--- src/rtl/asp_cfg.svh ---
`ifndef ASP_CFG_SVH
`define ASP_CFG_SVH

// Register byte offsets
`define ASP_OFS_DIR      8'h00
`define ASP_OFS_LATCH    8'h04
`define ASP_OFS_CONFIG   8'h08
`define ASP_OFS_CHSEL    8'h0C
`define ASP_OFS_AMPCTL   8'h10
`define ASP_OFS_PINS     8'h14
`define ASP_OFS_STATUS   8'h18
`define ASP_OFS_ROLES    8'h1C

// Reset values
`define ASP_RST_DIR      8'hFF
`define ASP_RST_LATCH    8'h00
`define ASP_RST_CONFIG   8'hFF
`define ASP_RST_CHSEL    4'hF
`define ASP_RST_AMP      2'h0

// Field positions
`define ASP_BIT_OPA_EN   7
`define ASP_BIT_PGA_EN   6
`define ASP_BIT_PGA_ACT  8

// Channel selector codes
`define ASP_CH_PGA       4'h8

// AXI responses
`define ASP_RESP_OKAY    2'h0
`define ASP_RESP_SLVERR  2'h2

`endif

--- src/rtl/asp_pkg.sv ---
package asp_pkg;

  // Role of one shared pin
  typedef enum logic [2:0] {
    ROLE_DIG_IN,
    ROLE_DIG_OUT,
    ROLE_ANA_IN,
    ROLE_OPA_IN,
    ROLE_PGA_IN,
    ROLE_OPA_OUT,
    ROLE_OPA_OUT_PGA_IN,
    ROLE_BAD
  } asp_role_e;

  // Analog sharing class of a pin
  typedef enum logic [1:0] {
    KIND_OPA_IN,
    KIND_OPA_OUT,
    KIND_PLAIN
  } asp_kind_e;

endpackage : asp_pkg

--- src/rtl/asp_axil_slv.sv ---
`timescale 1ns/10ps
`include "asp_cfg.svh"
module asp_axil_slv
  import asp_pkg::*;
#(
  parameter int ADDR_W = 8
) (
  input  wire logic              aclk,      // System clock
  input  wire logic              aresetn,   // Synchronous reset, low
  input  wire logic [ADDR_W-1:0] s_awaddr,  // Write address
  input  wire logic              s_awvalid, // Write address valid
  output logic                   s_awready, // Write address ready
  input  wire logic [31:0]       s_wdata,   // Write data
  input  wire logic [3:0]        s_wstrb,   // Write strobes
  input  wire logic              s_wvalid,  // Write data valid
  output logic                   s_wready,  // Write data ready
  output logic [1:0]             s_bresp,   // Write response
  output logic                   s_bvalid,  // Write response valid
  input  wire logic              s_bready,  // Write response ready
  input  wire logic [ADDR_W-1:0] s_araddr,  // Read address
  input  wire logic              s_arvalid, // Read address valid
  output logic                   s_arready, // Read address ready
  output logic [31:0]            s_rdata,   // Read data
  output logic [1:0]             s_rresp,   // Read response
  output logic                   s_rvalid,  // Read data valid
  input  wire logic              s_rready,  // Read data ready
  output logic                   wr_en,     // Register write pulse
  output logic [ADDR_W-1:0]      wr_addr,   // Register write address
  output logic [31:0]            wr_data,   // Register write data
  output logic [3:0]             wr_strb,   // Register write strobes
  input  wire logic              wr_hit,    // Write address mapped
  output logic [ADDR_W-1:0]      rd_addr,   // Register read address
  input  wire logic [31:0]       rd_data,   // Register read data
  input  wire logic              rd_hit     // Read address mapped
);

  logic              aw_hold_q;
  logic [ADDR_W-1:0] aw_addr_q;
  logic              w_hold_q;
  logic [31:0]       w_data_q;
  logic [3:0]        w_strb_q;
  logic              aw_now;
  logic              w_now;

  // Address and data are taken in either order
  assign s_awready = !aw_hold_q && !s_bvalid;
  assign s_wready  = !w_hold_q && !s_bvalid;
  assign aw_now    = aw_hold_q || (s_awvalid && s_awready);
  assign w_now     = w_hold_q || (s_wvalid && s_wready);
  assign wr_en     = aw_now && w_now;
  assign wr_addr   = aw_hold_q ? aw_addr_q : s_awaddr;
  assign wr_data   = w_hold_q ? w_data_q : s_wdata;
  assign wr_strb   = w_hold_q ? w_strb_q : s_wstrb;

  // Holding stage for a lone address or data
  always_ff @(posedge aclk) begin
    if (!aresetn) begin
      aw_hold_q <= 1'b0;
      w_hold_q  <= 1'b0;
      aw_addr_q <= '0;
      w_data_q  <= 32'h0000_0000;
      w_strb_q  <= 4'h0;
    end else begin
      aw_hold_q <= aw_now && !wr_en;
      w_hold_q  <= w_now && !wr_en;
      if (s_awvalid && s_awready) aw_addr_q <= s_awaddr;
      if (s_wvalid && s_wready) begin
        w_data_q <= s_wdata;
        w_strb_q <= s_wstrb;
      end
    end
  end

  // Write response
  always_ff @(posedge aclk) begin
    if (!aresetn) begin
      s_bvalid <= 1'b0;
      s_bresp  <= `ASP_RESP_OKAY;
    end else if (wr_en) begin
      s_bvalid <= 1'b1;
      s_bresp  <= wr_hit ? `ASP_RESP_OKAY : `ASP_RESP_SLVERR;
    end else if (s_bready) begin
      s_bvalid <= 1'b0;
    end
  end

  // Read channel, data registered one cycle after the address
  assign s_arready = !s_rvalid;
  assign rd_addr   = s_araddr;
  always_ff @(posedge aclk) begin
    if (!aresetn) begin
      s_rvalid <= 1'b0;
      s_rdata  <= 32'h0000_0000;
      s_rresp  <= `ASP_RESP_OKAY;
    end else if (s_arvalid && s_arready) begin
      s_rvalid <= 1'b1;
      s_rdata  <= rd_hit ? rd_data : 32'h0000_0000;
      s_rresp  <= rd_hit ? `ASP_RESP_OKAY : `ASP_RESP_SLVERR;
    end else if (s_rready) begin
      s_rvalid <= 1'b0;
    end
  end

endmodule : asp_axil_slv

--- src/rtl/asp_pin_role.sv ---
`timescale 1ns/10ps
module asp_pin_role
  import asp_pkg::*;
#(
  parameter asp_kind_e KIND = KIND_PLAIN
) (
  input  wire logic  analog,  // Pin in analog use
  input  wire logic  dir_in,  // Direction bit, 1 is input
  input  wire logic  opa_en,  // Op-amp enable
  input  wire logic  pga_en,  // Gain-amp enable
  input  wire logic  ch_sel,  // Selector names this pin
  output asp_role_e  role,    // Decoded role
  output logic       conv     // Pin is converted
);

  // Role decode for one pin
  always_comb begin
    role = ROLE_BAD;
    conv = 1'b0;
    if (!analog) begin
      if (ch_sel) begin
        role = ROLE_BAD;
      end else if (KIND == KIND_OPA_OUT && opa_en) begin
        role = ROLE_BAD;
      end else begin
        role = dir_in ? ROLE_DIG_IN : ROLE_DIG_OUT;
      end
    end else if (!dir_in) begin
      role = ROLE_BAD;
    end else begin
      case (KIND)
        KIND_OPA_IN: begin
          if (!opa_en) begin
            role = ROLE_ANA_IN;
            conv = ch_sel;
          end else begin
            role = ch_sel ? ROLE_BAD : ROLE_OPA_IN;
          end
        end
        KIND_OPA_OUT: begin
          case ({opa_en, pga_en})
            2'b00:   role = ROLE_ANA_IN;
            2'b01:   role = ROLE_PGA_IN;
            2'b10:   role = ROLE_OPA_OUT;
            default: role = ROLE_OPA_OUT_PGA_IN;
          endcase
          conv = ch_sel;
        end
        default: begin
          role = ROLE_ANA_IN;
          conv = ch_sel;
        end
      endcase
    end
  end

endmodule : asp_pin_role

--- src/rtl/asp_port.sv ---
// Local design decisions: the address map and the AXI4-Lite interface to the registers.
`timescale 1ns/10ps
`include "asp_cfg.svh"
module asp_port
  import asp_pkg::*;
#(
  parameter int ADDR_W = 8,
  parameter int NPINS  = 8
) (
  input  wire logic              aclk,          // System clock
  input  wire logic              aresetn,       // Synchronous reset, low
  input  wire logic [ADDR_W-1:0] s_awaddr,      // Write address
  input  wire logic              s_awvalid,     // Write address valid
  output logic                   s_awready,     // Write address ready
  input  wire logic [31:0]       s_wdata,       // Write data
  input  wire logic [3:0]        s_wstrb,       // Write strobes
  input  wire logic              s_wvalid,      // Write data valid
  output logic                   s_wready,      // Write data ready
  output logic [1:0]             s_bresp,       // Write response
  output logic                   s_bvalid,      // Write response valid
  input  wire logic              s_bready,      // Write response ready
  input  wire logic [ADDR_W-1:0] s_araddr,      // Read address
  input  wire logic              s_arvalid,     // Read address valid
  output logic                   s_arready,     // Read address ready
  output logic [31:0]            s_rdata,       // Read data
  output logic [1:0]             s_rresp,       // Read response
  output logic                   s_rvalid,      // Read data valid
  input  wire logic              s_rready,      // Read data ready
  input  wire logic [NPINS-1:0]  pin_in,        // Pin levels
  output logic [NPINS-1:0]       pin_out,       // Pin output levels
  output logic [NPINS-1:0]       pin_oe,        // Pin drive enables
  output logic [NPINS-1:0]       dig_in_en,     // Digital input buffers on
  output logic [NPINS-1:0]       ana_conn,      // Pin joined to analog path
  output logic [NPINS-1:0]       conv_pin_sel,  // Pin routed to converter
  output logic                   conv_pga_sel,  // Gain output to converter
  output logic                   opamp_zero_enable, // Op-amp on
  output logic                   gain_amp_enable,   // Gain amp on
  output logic [1:0]             opa_in_conn,   // Pins 0 and 2 feed op-amp
  output logic                   opamp_zero_output_pin, // Op-amp drives pin 1
  output logic                   gain_amp_input_pin,    // Pin 1 feeds gain amp
  output logic                   prohibited     // Some pin set illegally
);

  localparam int PGA_PIN = 1;

  logic              wr_en;
  logic [ADDR_W-1:0] wr_addr;
  logic [31:0]       wr_data;
  logic [3:0]        wr_strb;
  logic [ADDR_W-1:0] rd_addr;
  logic [31:0]       rd_data;
  logic              wr_lane0;

  logic [NPINS-1:0] port_direction_reg_q;
  logic [NPINS-1:0] port_output_latch_reg_q;
  logic [NPINS-1:0] analog_digital_pin_config_q;
  logic [3:0]       conversion_channel_select_q;
  logic [1:0]       opamp_zero_control_q;
  logic [NPINS-1:0] pin_smp_q;
  logic             opa_en;
  logic             pga_en;
  logic             pga_sel;

  asp_role_e        role [NPINS];
  logic [NPINS-1:0] conv;
  logic [NPINS-1:0] ch_sel;
  logic [NPINS-1:0] bad;
  logic [NPINS-1:0] is_out;
  logic [NPINS-1:0] is_dig;
  logic [NPINS-1:0] is_ana;
  logic [3*NPINS-1:0] role_bits;
  logic             pga_act;

  // Address decode shared by both bus directions
  function automatic logic reg_hit(input logic [ADDR_W-1:0] a, input logic wr);
    logic rw;
    logic ro;
    rw = (a == `ASP_OFS_DIR) || (a == `ASP_OFS_LATCH) || (a == `ASP_OFS_CONFIG) ||
         (a == `ASP_OFS_CHSEL) || (a == `ASP_OFS_AMPCTL);
    ro = (a == `ASP_OFS_PINS) || (a == `ASP_OFS_STATUS) || (a == `ASP_OFS_ROLES);
    return wr ? rw : (rw || ro);
  endfunction : reg_hit

  // Bus slave
  asp_axil_slv #(
    .ADDR_W (ADDR_W)
  ) u_slv (
    .aclk      (aclk),
    .aresetn   (aresetn),
    .s_awaddr  (s_awaddr),
    .s_awvalid (s_awvalid),
    .s_awready (s_awready),
    .s_wdata   (s_wdata),
    .s_wstrb   (s_wstrb),
    .s_wvalid  (s_wvalid),
    .s_wready  (s_wready),
    .s_bresp   (s_bresp),
    .s_bvalid  (s_bvalid),
    .s_bready  (s_bready),
    .s_araddr  (s_araddr),
    .s_arvalid (s_arvalid),
    .s_arready (s_arready),
    .s_rdata   (s_rdata),
    .s_rresp   (s_rresp),
    .s_rvalid  (s_rvalid),
    .s_rready  (s_rready),
    .wr_en     (wr_en),
    .wr_addr   (wr_addr),
    .wr_data   (wr_data),
    .wr_strb   (wr_strb),
    .wr_hit    (reg_hit(wr_addr, 1'b1)),
    .rd_addr   (rd_addr),
    .rd_data   (rd_data),
    .rd_hit    (reg_hit(rd_addr, 1'b0))
  );

  // All writable fields sit in byte lane 0
  assign wr_lane0 = wr_en && wr_strb[0];

  // Direction bits, one per pin
  always_ff @(posedge aclk) begin
    if (!aresetn) begin
      port_direction_reg_q <= `ASP_RST_DIR;
    end else if (wr_lane0 && wr_addr == `ASP_OFS_DIR) begin
      port_direction_reg_q <= wr_data[NPINS-1:0];
    end
  end

  // Output latch
  always_ff @(posedge aclk) begin
    if (!aresetn) begin
      port_output_latch_reg_q <= `ASP_RST_LATCH;
    end else if (wr_lane0 && wr_addr == `ASP_OFS_LATCH) begin
      port_output_latch_reg_q <= wr_data[NPINS-1:0];
    end
  end

  // Analog or digital use, 1 is analog
  always_ff @(posedge aclk) begin
    if (!aresetn) begin
      analog_digital_pin_config_q <= `ASP_RST_CONFIG;
    end else if (wr_lane0 && wr_addr == `ASP_OFS_CONFIG) begin
      analog_digital_pin_config_q <= wr_data[NPINS-1:0];
    end
  end

  // Conversion channel selector
  always_ff @(posedge aclk) begin
    if (!aresetn) begin
      conversion_channel_select_q <= `ASP_RST_CHSEL;
    end else if (wr_lane0 && wr_addr == `ASP_OFS_CHSEL) begin
      conversion_channel_select_q <= wr_data[3:0];
    end
  end

  // Op-amp control, two live bits
  always_ff @(posedge aclk) begin
    if (!aresetn) begin
      opamp_zero_control_q <= `ASP_RST_AMP;
    end else if (wr_lane0 && wr_addr == `ASP_OFS_AMPCTL) begin
      opamp_zero_control_q <= {wr_data[`ASP_BIT_OPA_EN], wr_data[`ASP_BIT_PGA_EN]};
    end
  end

  // Pin levels sampled for reads
  always_ff @(posedge aclk) begin
    if (!aresetn) begin
      pin_smp_q <= '0;
    end else begin
      pin_smp_q <= pin_in & is_dig;
    end
  end

  assign opa_en  = opamp_zero_control_q[1];
  assign pga_en  = opamp_zero_control_q[0];
  assign pga_sel = (conversion_channel_select_q == `ASP_CH_PGA);

  // Per-pin role decode
  for (genvar i = 0; i < NPINS; i++) begin : g_pin
    localparam asp_kind_e KIND = (i == 0 || i == 2) ? KIND_OPA_IN :
                                 (i == PGA_PIN) ? KIND_OPA_OUT : KIND_PLAIN;
    assign ch_sel[i] = (conversion_channel_select_q == 4'(i));
    asp_pin_role #(
      .KIND (KIND)
    ) u_role (
      .analog (analog_digital_pin_config_q[i]),
      .dir_in (port_direction_reg_q[i]),
      .opa_en (opa_en),
      .pga_en (pga_en),
      .ch_sel (ch_sel[i]),
      .role   (role[i]),
      .conv   (conv[i])
    );
    assign bad[i]    = (role[i] == ROLE_BAD);
    assign is_out[i] = (role[i] == ROLE_DIG_OUT);
    assign is_dig[i] = is_out[i] || (role[i] == ROLE_DIG_IN);
    assign is_ana[i] = !is_dig[i] && !bad[i];
    assign role_bits[3*i +: 3] = role[i];
  end

  // Gain output converted when the selector picks it and pin 1 feeds the gain amp
  assign pga_act = pga_sel && !bad[PGA_PIN] &&
                   (role[PGA_PIN] == ROLE_PGA_IN ||
                    role[PGA_PIN] == ROLE_OPA_OUT_PGA_IN);

  // Register read mux
  always_comb begin
    rd_data = 32'h0000_0000;
    case (rd_addr)
      `ASP_OFS_DIR:    rd_data[NPINS-1:0] = port_direction_reg_q;
      `ASP_OFS_LATCH:  rd_data[NPINS-1:0] = port_output_latch_reg_q;
      `ASP_OFS_CONFIG: rd_data[NPINS-1:0] = analog_digital_pin_config_q;
      `ASP_OFS_CHSEL:  rd_data[3:0] = conversion_channel_select_q;
      `ASP_OFS_AMPCTL: begin
        rd_data[`ASP_BIT_OPA_EN] = opa_en;
        rd_data[`ASP_BIT_PGA_EN] = pga_en;
      end
      `ASP_OFS_PINS:   rd_data[NPINS-1:0] = pin_smp_q;
      `ASP_OFS_STATUS: begin
        rd_data[NPINS-1:0]       = bad;
        rd_data[`ASP_BIT_PGA_ACT] = pga_act;
      end
      `ASP_OFS_ROLES:  rd_data[3*NPINS-1:0] = role_bits;
      default:         rd_data = 32'h0000_0000;
    endcase
  end

  // Digital pin drivers
  always_ff @(posedge aclk) begin
    if (!aresetn) begin
      pin_out   <= '0;
      pin_oe    <= '0;
      dig_in_en <= '0;
    end else begin
      pin_out   <= port_output_latch_reg_q & is_out;
      pin_oe    <= is_out;
      dig_in_en <= is_dig;
    end
  end

  // Analog routing
  always_ff @(posedge aclk) begin
    if (!aresetn) begin
      ana_conn     <= '1;
      conv_pin_sel <= '0;
      conv_pga_sel <= 1'b0;
    end else begin
      ana_conn     <= is_ana;
      conv_pin_sel <= conv & ~bad;
      conv_pga_sel <= pga_act;
    end
  end

  // Amplifier hookup
  always_ff @(posedge aclk) begin
    if (!aresetn) begin
      opamp_zero_enable     <= 1'b0;
      gain_amp_enable       <= 1'b0;
      opa_in_conn           <= 2'h0;
      opamp_zero_output_pin <= 1'b0;
      gain_amp_input_pin    <= 1'b0;
    end else begin
      opamp_zero_enable     <= opa_en;
      gain_amp_enable       <= pga_en;
      opa_in_conn           <= {role[2] == ROLE_OPA_IN, role[0] == ROLE_OPA_IN};
      opamp_zero_output_pin <= (role[PGA_PIN] == ROLE_OPA_OUT) ||
                               (role[PGA_PIN] == ROLE_OPA_OUT_PGA_IN);
      gain_amp_input_pin    <= (role[PGA_PIN] == ROLE_PGA_IN) ||
                               (role[PGA_PIN] == ROLE_OPA_OUT_PGA_IN);
    end
  end

  // Illegal combination flag, software is expected to avoid it
  always_ff @(posedge aclk) begin
    if (!aresetn) begin
      prohibited <= 1'b0;
    end else begin
      prohibited <= |bad;
    end
  end

endmodule : asp_port

--- config.mk ---
export PLATFORM = sky130hd
export DESIGN_NAME = asp_port
export DESIGN_NICKNAME = d
export VERILOG_FILES = /design/src/rtl/asp_pkg.sv /design/src/rtl/asp_axil_slv.sv /design/src/rtl/asp_pin_role.sv /design/src/rtl/asp_port.sv
export VERILOG_INCLUDE_DIRS = /design/src /design/src/rtl
export SDC_FILE = /design/constraint.sdc
export NUM_CORES = 1
export LEC_CHECK = 0
export ABC_AREA = 0
export BUFFER_PORTS_ARGS = -buffer_cell sky130_fd_sc_hd__buf_2
export CAP_MARGIN = 20
export CORE_MARGIN = 8
export CORE_UTILIZATION = 45
export CTS_CLUSTER_SIZE = 25
export DETAILED_ROUTE_END_ITERATION = 7
export GPL_ROUTABILITY_DRIVEN = 0
export GPL_TIMING_DRIVEN = 0
export HOLD_SLACK_MARGIN = 0.15
export PLACE_DENSITY = 0.84
export SLEW_MARGIN = 20
export SYNTH_ARGS = -nofsm -noshare
export SYNTH_HDL_FRONTEND = slang
export SYNTH_SLANG_ARGS = --single-unit
--- constraint.sdc ---
create_clock -name aclk -period 1.9 [get_ports aclk]
set_input_delay 0.38 -clock aclk [delete_from_list [all_inputs] [get_ports aclk]]
set_output_delay 0.38 -clock aclk [all_outputs]
set_load 0.05 [all_outputs]
==> results of run 1 <==
-- cells in the final DEF (no fill, tap or decap), types with 11 or more instances in the layout --
master and instances:
inv_1 19, nor3_1 17, nor2_1 50, and3_1 11, clkbuf_16 17, and2_1 14
o21ai_0 26, nand3_1 19, a21oi_1 41, mux2_2 12, buf_4 15, buf_2 124
clkbuf_1 19, dfxtp_1 130, mux2i_1 43, nand2_1 102
-- stage by stage --
stage / hold WS, ps / util, % / TNS [ps] / total power, uW / setup WS, ps
2_1_floorplan: 433 / - / 0 / 3320 / 89.2
3_3_place_gp: 437 / 52.2 / -9610 / 3480 / -273
3_5_place_dp: 442 / 52.2 / -11590 / 3490 / -309
4_1_cts: 152 / 57.8 / -10.3 / 6860 / -10.3
5_1_grt: 165 / 58.9 / -478 / 7060 / -56.0
6_report: 160 / 58.9 / 0 / 6880 / 16.7
-- how the worst max path moves through the flow --
stage / startpoint / end / slack (ps) / cells after the start
finish: u_slv.aw_hold_q$_SDFF_PN0_ / port_output_latch_reg_q[5]$_SDFFE_PN0P_ / 20 / 6
CTS: u_slv.aw_hold_q$_SDFF_PN0_ / analog_digital_pin_config_q[0]$_SDFFE_PN1P_ / -10 / 5
global placement: opamp_zero_control_q[1]$_SDFFE_PN0P_ / prohibited$_SDFF_PN0_ / -270 / 8
global route: u_slv.aw_hold_q$_SDFF_PN0_ / port_output_latch_reg_q[5]$_SDFFE_PN0P_ / -60 / 6
floorplan: s_araddr[0] / u_slv.s_rdata[4]$_SDFFE_PN0P_ / 90 / 6
detailed placement: opamp_zero_control_q[1]$_SDFFE_PN0P_ / prohibited$_SDFF_PN0_ / -310 / 8
-- timing repair --
| item | CTS | global route |
|---|---|---|
| buffers inserted | 2 | 3 |
| pin swaps | 1 | 5 |
| gates resized for setup | 15 | 19 |
| setup endpoints to repair | 32 | 33 |
| endpoints found under the hold margin | 0 | 0 |
| cloned | 0 | 2 |
-- layer usage --
metal	vias up	track usage (%)
li1	2517	-
met1	2506	24.2
met2	352	34.3
met3	72	6.78
met4	0	12.0
met5	-	0
-- power by group through the flow --
| stage | clock (uW) | sequential, uW | combinational, uW |
|---|---|---|---|
| final | 3400 | 2870 | 612 |
| after global routing | 3530 | 2870 | 654 |
| after CTS | 3410 | 2870 | 584 |
| after detailed placement | 0 | 2920 | 565 |
| after global placement | 0 | 2920 | 558 |
| after floorplan | 0 | 2950 | 377 |
-- area by class of cell --
type                    instances  area (um2)  share of cell area (%)
flip-flops and latches        133        2670                    36.5
plain buffers                  46         238                    3.25
clock inverters                11         149                    2.03
multi-input cells             455        2890                    39.5
inverters                      19        71.3                   0.975
repair buffers                120         617                    8.43
clock buffers                  21         470                    6.43
well taps                     172         215                    2.94
-- sequential cells by signal (all words and copies together) (netlist names), 2 cells and up --
signal                       count
port_output_latch_reg_q          8
analog_digital_pin_config_q      8
opa_in_conn                      2
u_slv.aw_addr_q                  8
opamp_zero_control_q             2
pin_oe                           8
ana_conn                         8
pin_smp_q                        8
u_slv.s_rdata                   24
port_direction_reg_q             8
u_slv.w_data_q                   8
dig_in_en                        8
pin_out                          8
conversion_channel_select_q      4
conv_pin_sel                     8
-- cell families (layout without fill, tap and decap cells) --
logic type | after synthesis | in the layout | synth area share [%]
adder cells (fa/ha/maj) | 2 | 2 | 0.443
AO/OA/AOI/OAI | 109 | 109 | 11.4
XOR/XNOR | 1 | 1 | 0.155
other | 1 | 10 | 0.0664
buffers and inverters | 65 | 217 | 5.39
AND/OR/NAND/NOR | 274 | 276 | 25.0
flip-flops | 133 | 133 | 47.2
multiplexers | 57 | 57 | 10.4
==> impl_metrics.sql, run 1 <==
INSERT INTO impl_metrics (metric_group, metric, value, unit) VALUES
('floorplan', 'die_width', '128', 'um'),
('cells_and_area', 'finalNonFillerCells', '977', ''),
('drt', 'firstDrtPassIters', '7', ''),
('sta', 'final_period_minus_worst_setup_slack', '1880', 'ps'),
('clocking', 'worst_setup_hold_path_clk_slew', '60', 'ps'),
('hold_path', 'timing.hold.worst.class', 'input pin to flip-flop', ''),
('drt', 'wire_per_inst', '18.4', 'um'),
('placed_design', 'dp_hpwl', '12700', 'um'),
('worst_setup_path', 'cp_num_buf_inv', '1', ''),
('clocking', 'clock_tree_from_tritoncts', 'built', ''),
('drt', 'routed-wl-met2', '8400', 'um'),
('sta', 'timing.slew.headroom', '50.0', '%'),
('drt', 'drcViolationCount', '0', ''),
('worst_setup_path', 'worst_setup_sp_type', 'flip-flop', ''),
('floorplan', 'coreArea', '0.0124', 'mm2'),
('synth', 'synth.cell_area', '0.00564', 'mm2'),
('cells_and_area', 'final.fill_count', '1058', ''),
('worst_setup_path', 'worst-endpoint-required', '2170', 'ps'),
('worst_setup_path', 'r2r.worst_path.cells', '6', ''),
('clocking', 'htree_levels', '4', ''),
('power_and_ir_drop', 'clock_power_share', '49.4', '%'),
('worst_setup_path', 'worst_endpoint_data_arrival_time', '2150', 'ps'),
('power_and_ir_drop', 'vdd_drop_max', '556', 'uV'),
('sta', 'fin_crit_sh', '99.1', '%'),
('power_and_ir_drop', 'p_sw', '1680', 'uW'),
('sta', 'final_skew', '8.39', 'ps'),
('global_routing', 'global_route_wire_length_before_repair', '26900', 'um'),
('power_and_ir_drop', 'total_leakage_power', '0.00326', 'uW'),
('drt', 'antenna_violating_nets_post_route', '0', ''),
('power_and_ir_drop', 'pwr_density_cell', '940', 'mW/mm2'),
('worst_setup_path', 'setup_slack_of_the_worst_register_to_register_path', '20', 'ps'),
('synth', 'synth_sequential_area_ratio', '47.2', '%'),
('worst_setup_path', 'regToRegEndpoint', 'port_output_latch_reg_q[5]$_SDFFE_PN0P_', ''),
('drt', 'dr.first_iter.drc_count', '538', ''),
('sta', 'finalSetupViolations', '0', ''),
('global_routing', 'grt_max_degree', '17', ''),
('floorplan', 'floorplan.initialDensity', '45.5', '%'),
('synth', 'synth_largest_type_area_fraction', '47.2', '%'),
('global_routing', 'track_usage', '21.2', '%'),
('worst_setup_path', 'cpMaxStageDelayCell', 'mux2_2', ''),
('sta', 'worst_pin_slew', '750', 'ps'),
('clocking', 'cts_sinks', '133', ''),
('placed_design', 'placed_cells_incl_taps', '938', ''),
('floorplan', 'boundaryPins', '156', ''),
('job', 'drv_cap', '0', ''),
('synth', 'syn_inst', '642', ''),
('worst_setup_path', 'crit_family', 'multiplexers', ''),
('synth', 'synth.avg_cell_area', '8.79', 'um2'),
('synth', 'synth-edff-count', '0', ''),
('clocking', 'clockRootBuffer', 'clkbuf_16', ''),
('sta', 'rsz_0062_raised_after_global_routing', 'true', ''),
('floorplan', 'die_area', '0.0164', 'mm2'),
('placed_design', 'post_dp_cell_area', '0.00647', 'mm2'),
('synth', 'yosysMostFrequentCell', 'dfxtp_1', ''),
('worst_setup_path', 'maximum_net_fanout_on_the_critical_path', '6', ''),
('worst_setup_path', 'regToRegStartpoint', 'u_slv.aw_hold_q$_SDFF_PN0_', ''),
('outcome', 'run_status', 'completed', ''),
('synth', 'synth.top_cells.by_area', 'dfxtp_1, mux2i_1, nand2_1', ''),
('synth', 'yosys_register_bits', '133', ''),
('drt', 'routed_wl', '18000', 'um'),
('power_and_ir_drop', 'comb_power_share', '8.9', '%'),
('cells_and_area', 'antenna_cells_inserted', '0', ''),
('synth', 'synth.distinct_cells', '54', ''),
('worst_setup_path', 'timing_worst_setup_path_type', 'flip-flop to flip-flop', ''),
('drt', 'routed.top_layer', 'met4', ''),
('sta', 'hold_viol_final', '0', ''),
('power_and_ir_drop', 'switching_share', '24.4', '%'),
('power_and_ir_drop', 'power_frac_seq', '41.7', '%'),
('sta', 'timing.final.max_slew_violations', '0', ''),
('cells_and_area', 'area_delta_synth_final', '29.7', '%'),
('worst_setup_path', 'critPathMaxStageDelay', '400', 'ps');
Power figures use the tool's default switching activity.
==> run 2: changes to the inputs <==
--- a/config.mk
+++ b/config.mk
@@ -10,13 +10,13 @@
 export BUFFER_PORTS_ARGS = -buffer_cell sky130_fd_sc_hd__buf_2
 export CAP_MARGIN = 20
 export CORE_MARGIN = 8
-export CORE_UTILIZATION = 45
+export CORE_UTILIZATION = 47
 export CTS_CLUSTER_SIZE = 25
 export DETAILED_ROUTE_END_ITERATION = 7
 export GPL_ROUTABILITY_DRIVEN = 0
 export GPL_TIMING_DRIVEN = 0
 export HOLD_SLACK_MARGIN = 0.15
-export PLACE_DENSITY = 0.84
+export PLACE_DENSITY = 0.87
 export SLEW_MARGIN = 20
 export SYNTH_ARGS = -nofsm -noshare
 export SYNTH_HDL_FRONTEND = slang
==> run 2 against run 1 <==
  * The flow now finishes with violations (setup timing)
  * Non-clock buffer count is 1 lower
  * Flip-flop and latch count unchanged
  * Clock power is 11% lower
  * Wire length grew 0.87%
  * Largest cell class unchanged
==> impl_metrics.sql, run 2 (synthesized netlist as in run 1, its figures left out) <==
INSERT INTO impl_metrics (metric_group, metric, value, unit) VALUES
('clocking', 'holdBufCountCts', '0', ''),
('drt', 'dr.first_iter.drc_count', '687', ''),
('drt', 'wire_per_inst', '19.1', 'um'),
('clocking', 'tritoncts.num_buffers', '17', ''),
('placed_design', 'placement.io_buffers', '115', ''),
('drt', 'antenna_violating_nets_post_route', '0', ''),
('cells_and_area', 'seqCellArea', '0.00267', 'mm2'),
('global_routing', 'track_usage', '21.1', '%'),
('worst_setup_path', 'timing_worst_setup_path_type', 'flip-flop to flip-flop', ''),
('job', 'drv_cap', '0', ''),
('sta', 'worst_pin_slew', '751', 'ps'),
('hold_path', 'timing.hold.worst.class', 'input pin to flip-flop', ''),
('placed_design', 'dp_hpwl', '12500', 'um'),
('clocking', 'clockRootBuffer', 'clkbuf_16', ''),
('floorplan', 'coreArea', '0.0119', 'mm2'),
('floorplan', 'die_area', '0.0158', 'mm2'),
('cells_and_area', 'post_layout_nets', '859', ''),
('drt', 'drt-vias-per-instance', '5.86', ''),
('power_and_ir_drop', 'design_power_total', '6520', 'uW'),
('outcome', 'violations', 'setup timing', ''),
('cells_and_area', 'largest-register', 'u_slv.s_rdata', ''),
('cells_and_area', 'largest_register_ffs', '24', ''),
('sta', 'worst_hold_slack', '186', 'ps'),
('global_routing', 'grt_antenna_before_repair', '1', ''),
('sta', 'rsz_0062_raised_after_global_routing', 'true', ''),
('worst_setup_path', 'worst_endpoint_data_arrival_time', '2300', 'ps'),
('clocking', 'clock_tree_from_tritoncts', 'built', ''),
('clocking', 'worst_skew_pair.late_latency', '420', 'ps'),
('worst_setup_path', 'setup_slack_of_the_worst_register_to_register_path', '-80', 'ps'),
('drt', 'firstDrtPassIters', '7', ''),
('floorplan', 'dieHeight', '126', 'um'),
('global_routing', 'first_global_vias', '5142', ''),
('floorplan', 'die_width', '126', 'um'),
('global_routing', 'grt_max_degree', '17', ''),
('global_routing', 'grt-ovfl-total', '0', ''),
('sta', 'fin_crit_sh', '104', '%'),
('clocking', 'buffer_depth_of_the_longest_clock_path', '2', ''),
('drt', 'routed_wl', '18200', 'um'),
('worst_setup_path', 'maximum_net_fanout_on_the_critical_path', '6', ''),
('sta', 'timing.slew.headroom', '50.0', '%'),
('drt', 'via_count', '5565', ''),
('sta', 'hold_viol_final', '0', ''),
('floorplan', 'placement_rows', '40', ''),
('floorplan', 'floorplan.initialDensity', '47.6', '%'),
('cells_and_area', 'multi_input_comb_area', '0.00288', 'mm2'),
('drt', 'drcViolationCount', '0', ''),
('worst_setup_path', 'worst_setup_sp_type', 'flip-flop', ''),
('clocking', 'worst_setup_hold_path_clk_slew', '60', 'ps'),
('power_and_ir_drop', 'vdd_drop_max', '641', 'uV'),
('power_and_ir_drop', 'total_leakage_power', '0.00323', 'uW'),
('sta', 'final_period_minus_worst_setup_slack', '1980', 'ps'),
('sta', 'setup_slack', '-83.9', 'ps'),
('clocking', 'htree_levels', '4', ''),
('sta', 'final_skew', '14.5', 'ps'),
('sta', 'finalSetupViolations', '1', ''),
('power_and_ir_drop', 'pwr_density_cell', '905', 'mW/mm2'),
('worst_setup_path', 'timing.critical_path.to_type', 'flip-flop', ''),
('cells_and_area', 'area_delta_synth_final', '27.7', '%'),
('clocking', 'cts_sinks', '133', ''),
('cells_and_area', 'layout_commonest_cell', 'dfxtp_1', ''),
('cells_and_area', 'layout.cells.most_common_list', 'dfxtp_1, buf_2, nand2_1, nor2_1, mux2i_1', ''),
('global_routing', 'global_route_wire_length_before_repair', '26500', 'um'),
('cells_and_area', 'drive_above_1_share', '27.2', '%'),
('sta', 'timing.final.max_slew_violations', '0', ''),
('cells_and_area', 'final.fill_count', '925', ''),
('outcome', 'run_status', 'finished with violations', ''),
('floorplan', 'boundaryPins', '156', ''),
('sta', 'maxClockFrequency', '504', 'MHz'),
('worst_setup_path', 'worst-endpoint-required', '2210', 'ps');
-- run 2: final timing paths --
path                                                            from                             end  cells after the start
worst max-delay path            opamp_zero_control_q[0]$_SDFFE_PN0P_   u_slv.s_rdata[8]$_SDFFE_PN0P_                      6
worst min-delay path                                       pin_in[1]         pin_smp_q[1]$_SDFF_PN0_                      2
worst max register to register  opamp_zero_control_q[0]$_SDFFE_PN0P_   u_slv.s_rdata[8]$_SDFFE_PN0P_                      6
worst min register to register        u_slv.w_data_q[1]$_SDFFE_PN0P_  u_slv.w_data_q[1]$_SDFFE_PN0P_                      2
-- run 2: layout make-up --
type	instances	area share, %
inverter	19	0.990
multi-input combinational	454	39.9
sequential	133	37.1
timing repair buffer	119	8.45
tap	147	2.55
buffer	46	3.35
antenna	1	0.0347
clock inverter	12	1.48
clock buffer	19	6.15
-- run 2: worst max-delay path: stages (launching register included) --
cell and delay (ps):
dfxtp_1 390, inv_1 170, ha_1 360, nand4bb_1 330, nor4_2 320, a21oi_1 80
o41ai_1 220
-- run 2: stage by stage --
| step | setup slack, ps | util, % | area [um2] | setup TNS, ps | cells |
|---|---|---|---|---|---|
| 2_1_floorplan | 89.2 | - | 5680 | 0 | 651 |
| 3_3_place_gp | -238 | 54.3 | 6440 | -10290 | 913 |
| 3_5_place_dp | -231 | 54.3 | 6440 | -12010 | 913 |
| 4_1_cts | 4.66 | 59.6 | 7070 | 0 | 945 |
| 5_1_grt | -153 | 60.7 | 7200 | -256 | 949 |
| 6_report | -83.9 | 60.8 | 7210 | -83.9 | 950 |
-- run 2: timing repair --
action,CTS,global route
setup endpoints to repair,31,25
pin swaps,1,6
gates cloned,0,1
resized for setup,14,22
setup buffers,1,3
-- run 2: where the power goes --
part	switching [uW]	internal [uW]	leakage, uW
clock network	1220	1820	0.000261
registers	32.8	2830	0.00108
logic	424	196	0.00189
-- run 2: per-layer routing --
| metal | track usage [%] | up-vias | part of all wire [%] |
|---|---|---|---|
| met4 | 13.5 | 2 | 5.6 |
| li1 | - | 2508 | - |
| met5 | 0 | - | 0.044 |
| met2 | 33.7 | 419 | 45 |
| met1 | 22.8 | 2517 | 36 |
| met3 | 8.84 | 119 | 13 |
==> run 3: changes to the inputs <==
--- a/config.mk
+++ b/config.mk
@@ -17,6 +17,7 @@
 export GPL_TIMING_DRIVEN = 0
 export HOLD_SLACK_MARGIN = 0.15
 export PLACE_DENSITY = 0.87
+export SETUP_SLACK_MARGIN = 0.5
 export SLEW_MARGIN = 20
 export SYNTH_ARGS = -nofsm -noshare
 export SYNTH_HDL_FRONTEND = slang
==> run 3 against run 2 <==
  * The flow finishes with violations (DRC, setup timing)
  * Total power rose by 11%
  * Count of clock-buffer cells in the layout unchanged
  * Fmax shrank 10%
  * Largest power group unchanged
==> impl_metrics.sql, run 3 (synthesized netlist as in run 1, its figures left out) <==
INSERT INTO impl_metrics (metric_group, metric, value, unit) VALUES
('outcome', 'run_status', 'finished with violations', ''),
('outcome', 'violations', 'DRC, setup timing', ''),
('sta', 'rsz_0062_raised_after_global_routing', 'true', ''),
('global_routing', 'grt_max_degree', '17', ''),
('power_and_ir_drop', 'vdd_drop_max', '574', 'uV'),
('placed_design', 'post_dp_cell_area', '0.00660', 'mm2'),
('sta', 'timing.final.max_slew_violations', '0', ''),
('placed_design', 'placement.io_buffers', '115', ''),
('sta', 'maxClockFrequency', '452', 'MHz'),
('power_and_ir_drop', 'comb_power_share', '13.0', '%'),
('worst_setup_path', 'cell_chain_of_the_critical_path', 'buf_8 -> buf_6 -> nor4b_4 -> nand2_1 -> o21ai_2 -> nand3_1 -> a311oi_1', ''),
('power_and_ir_drop', 'clock_power_share', '47.2', '%'),
('cells_and_area', 'final_design_area_no_fill', '0.00932', 'mm2'),
('placed_design', 'dp_hpwl', '12700', 'um'),
('sta', 'hold_viol_final', '0', ''),
('clocking', 'worst_skew_pair.late_latency', '440', 'ps'),
('sta', 'final_skew', '11.5', 'ps'),
('drt', 'firstDrtPassIters', '8', ''),
('worst_setup_path', 'critPathMaxStageDelay', '420', 'ps'),
('drt', 'dr.first_iter.drc_count', '1402', ''),
('power_and_ir_drop', 'intPower', '5140', 'uW'),
('clocking', 'cts_sinks', '133', ''),
('floorplan', 'die_area', '0.0158', 'mm2'),
('worst_setup_path', 'regToRegStartpoint', 'conversion_channel_select_q[2]$_SDFFE_PN1P_', ''),
('global_routing', 'global_route_wire_length_before_repair', '36200', 'um'),
('power_and_ir_drop', 'p_sw', '2070', 'uW'),
('clocking', 'clock_tree_from_tritoncts', 'built', ''),
('worst_setup_path', 'regToRegEndpoint', 'u_slv.s_rdata[4]$_SDFFE_PN0P_', ''),
('cells_and_area', 'layout_commonest_cell', 'dfxtp_1', ''),
('sta', 'final_period_minus_worst_setup_slack', '2210', 'ps'),
('worst_setup_path', 'worst_setup_sp_type', 'flip-flop', ''),
('clocking', 'tritoncts.num_buffers', '17', ''),
('cells_and_area', 'post_layout_nets', '944', ''),
('worst_setup_path', 'setup_slack_of_the_worst_register_to_register_path', '-310', 'ps'),
('cells_and_area', 'layout.cells.most_common_list', 'dfxtp_1, nand2_1, buf_2, buf_4, buf_6', ''),
('sta', 'fin_crit_sh', '116', '%'),
('sta', 'setup_slack', '-313', 'ps'),
('global_routing', 'first_global_vias', '6360', ''),
('drt', 'drcViolationCount', '5', ''),
('global_routing', 'grt_antenna_before_repair', '1', ''),
('floorplan', 'placement_rows', '40', ''),
('cells_and_area', 'area_delta_synth_final', '65.1', '%'),
('hold_path', 'worst_hold_endpoint', 'pin_smp_q[1]$_SDFF_PN0_', ''),
('clocking', 'buffer_depth_of_the_longest_clock_path', '2', ''),
('drt', 'wire_per_inst', '31.2', 'um'),
('clocking', 'clockRootBuffer', 'clkbuf_16', ''),
('worst_setup_path', 'maximum_net_fanout_on_the_critical_path', '5', ''),
('hold_path', 'timing.hold.worst.class', 'input pin to flip-flop', ''),
('drt', 'drt-vias-per-instance', '7.04', ''),
('worst_setup_path', 'timing.critical_path.to_type', 'flip-flop', ''),
('clocking', 'worst_setup_hold_path_clk_slew', '70', 'ps'),
('power_and_ir_drop', 'power_frac_seq', '39.9', '%'),
('hold_path', 'worstHoldStart', 'pin_in[1]', ''),
('power_and_ir_drop', 'pwr_density_cell', '774', 'mW/mm2'),
('worst_setup_path', 'worst_endpoint_data_arrival_time', '2560', 'ps'),
('drt', 'routed_wl', '32400', 'um'),
('worst_setup_path', 'timing_worst_setup_path_type', 'flip-flop to flip-flop', ''),
('job', 'drv_cap', '0', ''),
('global_routing', 'track_usage', '29.9', '%'),
('sta', 'timing.slew.headroom', '49.1', '%'),
('cells_and_area', 'drive_above_1_share', '50.6', '%'),
('worst_setup_path', 'worst-endpoint-required', '2240', 'ps'),
('sta', 'worst_pin_slew', '763', 'ps'),
('power_and_ir_drop', 'switching_share', '28.7', '%'),
('sta', 'worst_hold_slack', '191', 'ps'),
('floorplan', 'dieHeight', '126', 'um'),
('clocking', 'htree_levels', '4', ''),
('power_and_ir_drop', 'total_leakage_power', '0.00403', 'uW'),
('floorplan', 'boundaryPins', '156', ''),
('floorplan', 'coreArea', '0.0119', 'mm2'),
('drt', 'antenna_violating_nets_post_route', '0', ''),
('cells_and_area', 'largest-register', 'u_slv.s_rdata', ''),
('sta', 'finalSetupViolations', '17', ''),
('worst_setup_path', 'cpMaxStageDelayCell', 'dfxtp_4', ''),
('sta', 'totalNegativeSetupSlack', '-2110', 'ps'),
('cells_and_area', 'largest_register_ffs', '24', ''),
('drt', 'via_count', '7302', ''),
('worst_setup_path', 'r2r.worst_path.cells', '7', ''),
('floorplan', 'die_width', '126', 'um'),
('global_routing', 'grt-ovfl-total', '0', ''),
('floorplan', 'floorplan.initialDensity', '47.6', '%'),
('hold_path', 'holdPathStages', '2', '');
==> run 3: cell types whose count changed in the layout (fill, tap and decap cells not counted), sizes merged <==
cell / before / now
inv: 20 / 22
clkinv: 6 / 2
bufinv: 1 / 2
clkbuf: 39 / 51
clkinvlp: 4 / 6
buf: 145 / 218
diode: 1 / 2
==> run 3: area by class of cell <==
cell class,count,area [um2]
inverter,19,78.8
timing repair buffer,204,1660
clock inverter,13,149
clock buffer,19,443
fill,571,2540
buffer,46,370
sequential,133,2690
multi-input combinational,454,3740
tap,147,184
antenna,2,5.00
==> run 3: per-stage QoR <==
stage               setup slack, ps  power [uW]  utilization (%)  instances
detailed placement             -266        3530             55.6        913
global route                   -377        7300             78.5       1035
finish                         -313        7210             78.6       1037
floorplan                       125        3360                -        651
global placement               -240        3520             55.6        913
CTS                            18.1        6890             70.2       1005
==> run 3: power groups by stage <==
stage / clock network [uW] / registers (uW) / logic, uW
after floorplan: 0 / 2950 / 408
after global placement: 0 / 2930 / 595
after detailed placement: 0 / 2930 / 605
after CTS: 3270 / 2870 / 759
after global routing: 3480 / 2870 / 945
final: 3400 / 2870 / 934
==> run 3: per-layer routing <==
layer	wire, um	GRT usage, %	vias up
met3	5630	11.3	315
li1	-	-	2697
met2	13200	46.2	1003
met4	3160	21.3	2
met5	26	0	-
met1	10400	33.5	3285
==> run 3: worst max path at each step <==
stage                                                            from                                   end  slack [ps]  depth (start not counted)
after floorplan                                           s_araddr[0]         u_slv.s_rdata[4]$_SDFFE_PN0P_         120                          6
after global placement                                    s_araddr[0]        u_slv.s_rdata[22]$_SDFFE_PN0P_        -240                          6
after detailed placement                                  s_araddr[0]        u_slv.s_rdata[22]$_SDFFE_PN0P_        -270                          6
after CTS                                   u_slv.w_hold_q$_SDFF_PN0_  port_direction_reg_q[3]$_SDFFE_PN1P_          20                          6
after global routing                        u_slv.w_hold_q$_SDFF_PN0_  port_direction_reg_q[6]$_SDFFE_PN1P_        -380                          6
final                     conversion_channel_select_q[2]$_SDFFE_PN1P_         u_slv.s_rdata[4]$_SDFFE_PN0P_        -310                          7
==> run 3: timing repair <==
action                     4_1_cts  5_1_grt
gates resized for setup        163      206
setup endpoints to repair      130      128
setup buffers                   56       30
cloned                           4        0
hold buffers                     0        0
pin swaps                       52       67
==> run 3: critical path: cells and delay by family (launching register included) <==
family / cells / cell delay, ps
AOI/OAI and AO/OA: 2 / 650
buffers and inverters: 2 / 330
DFF: 1 / 420
and+or+nand+nor: 3 / 710
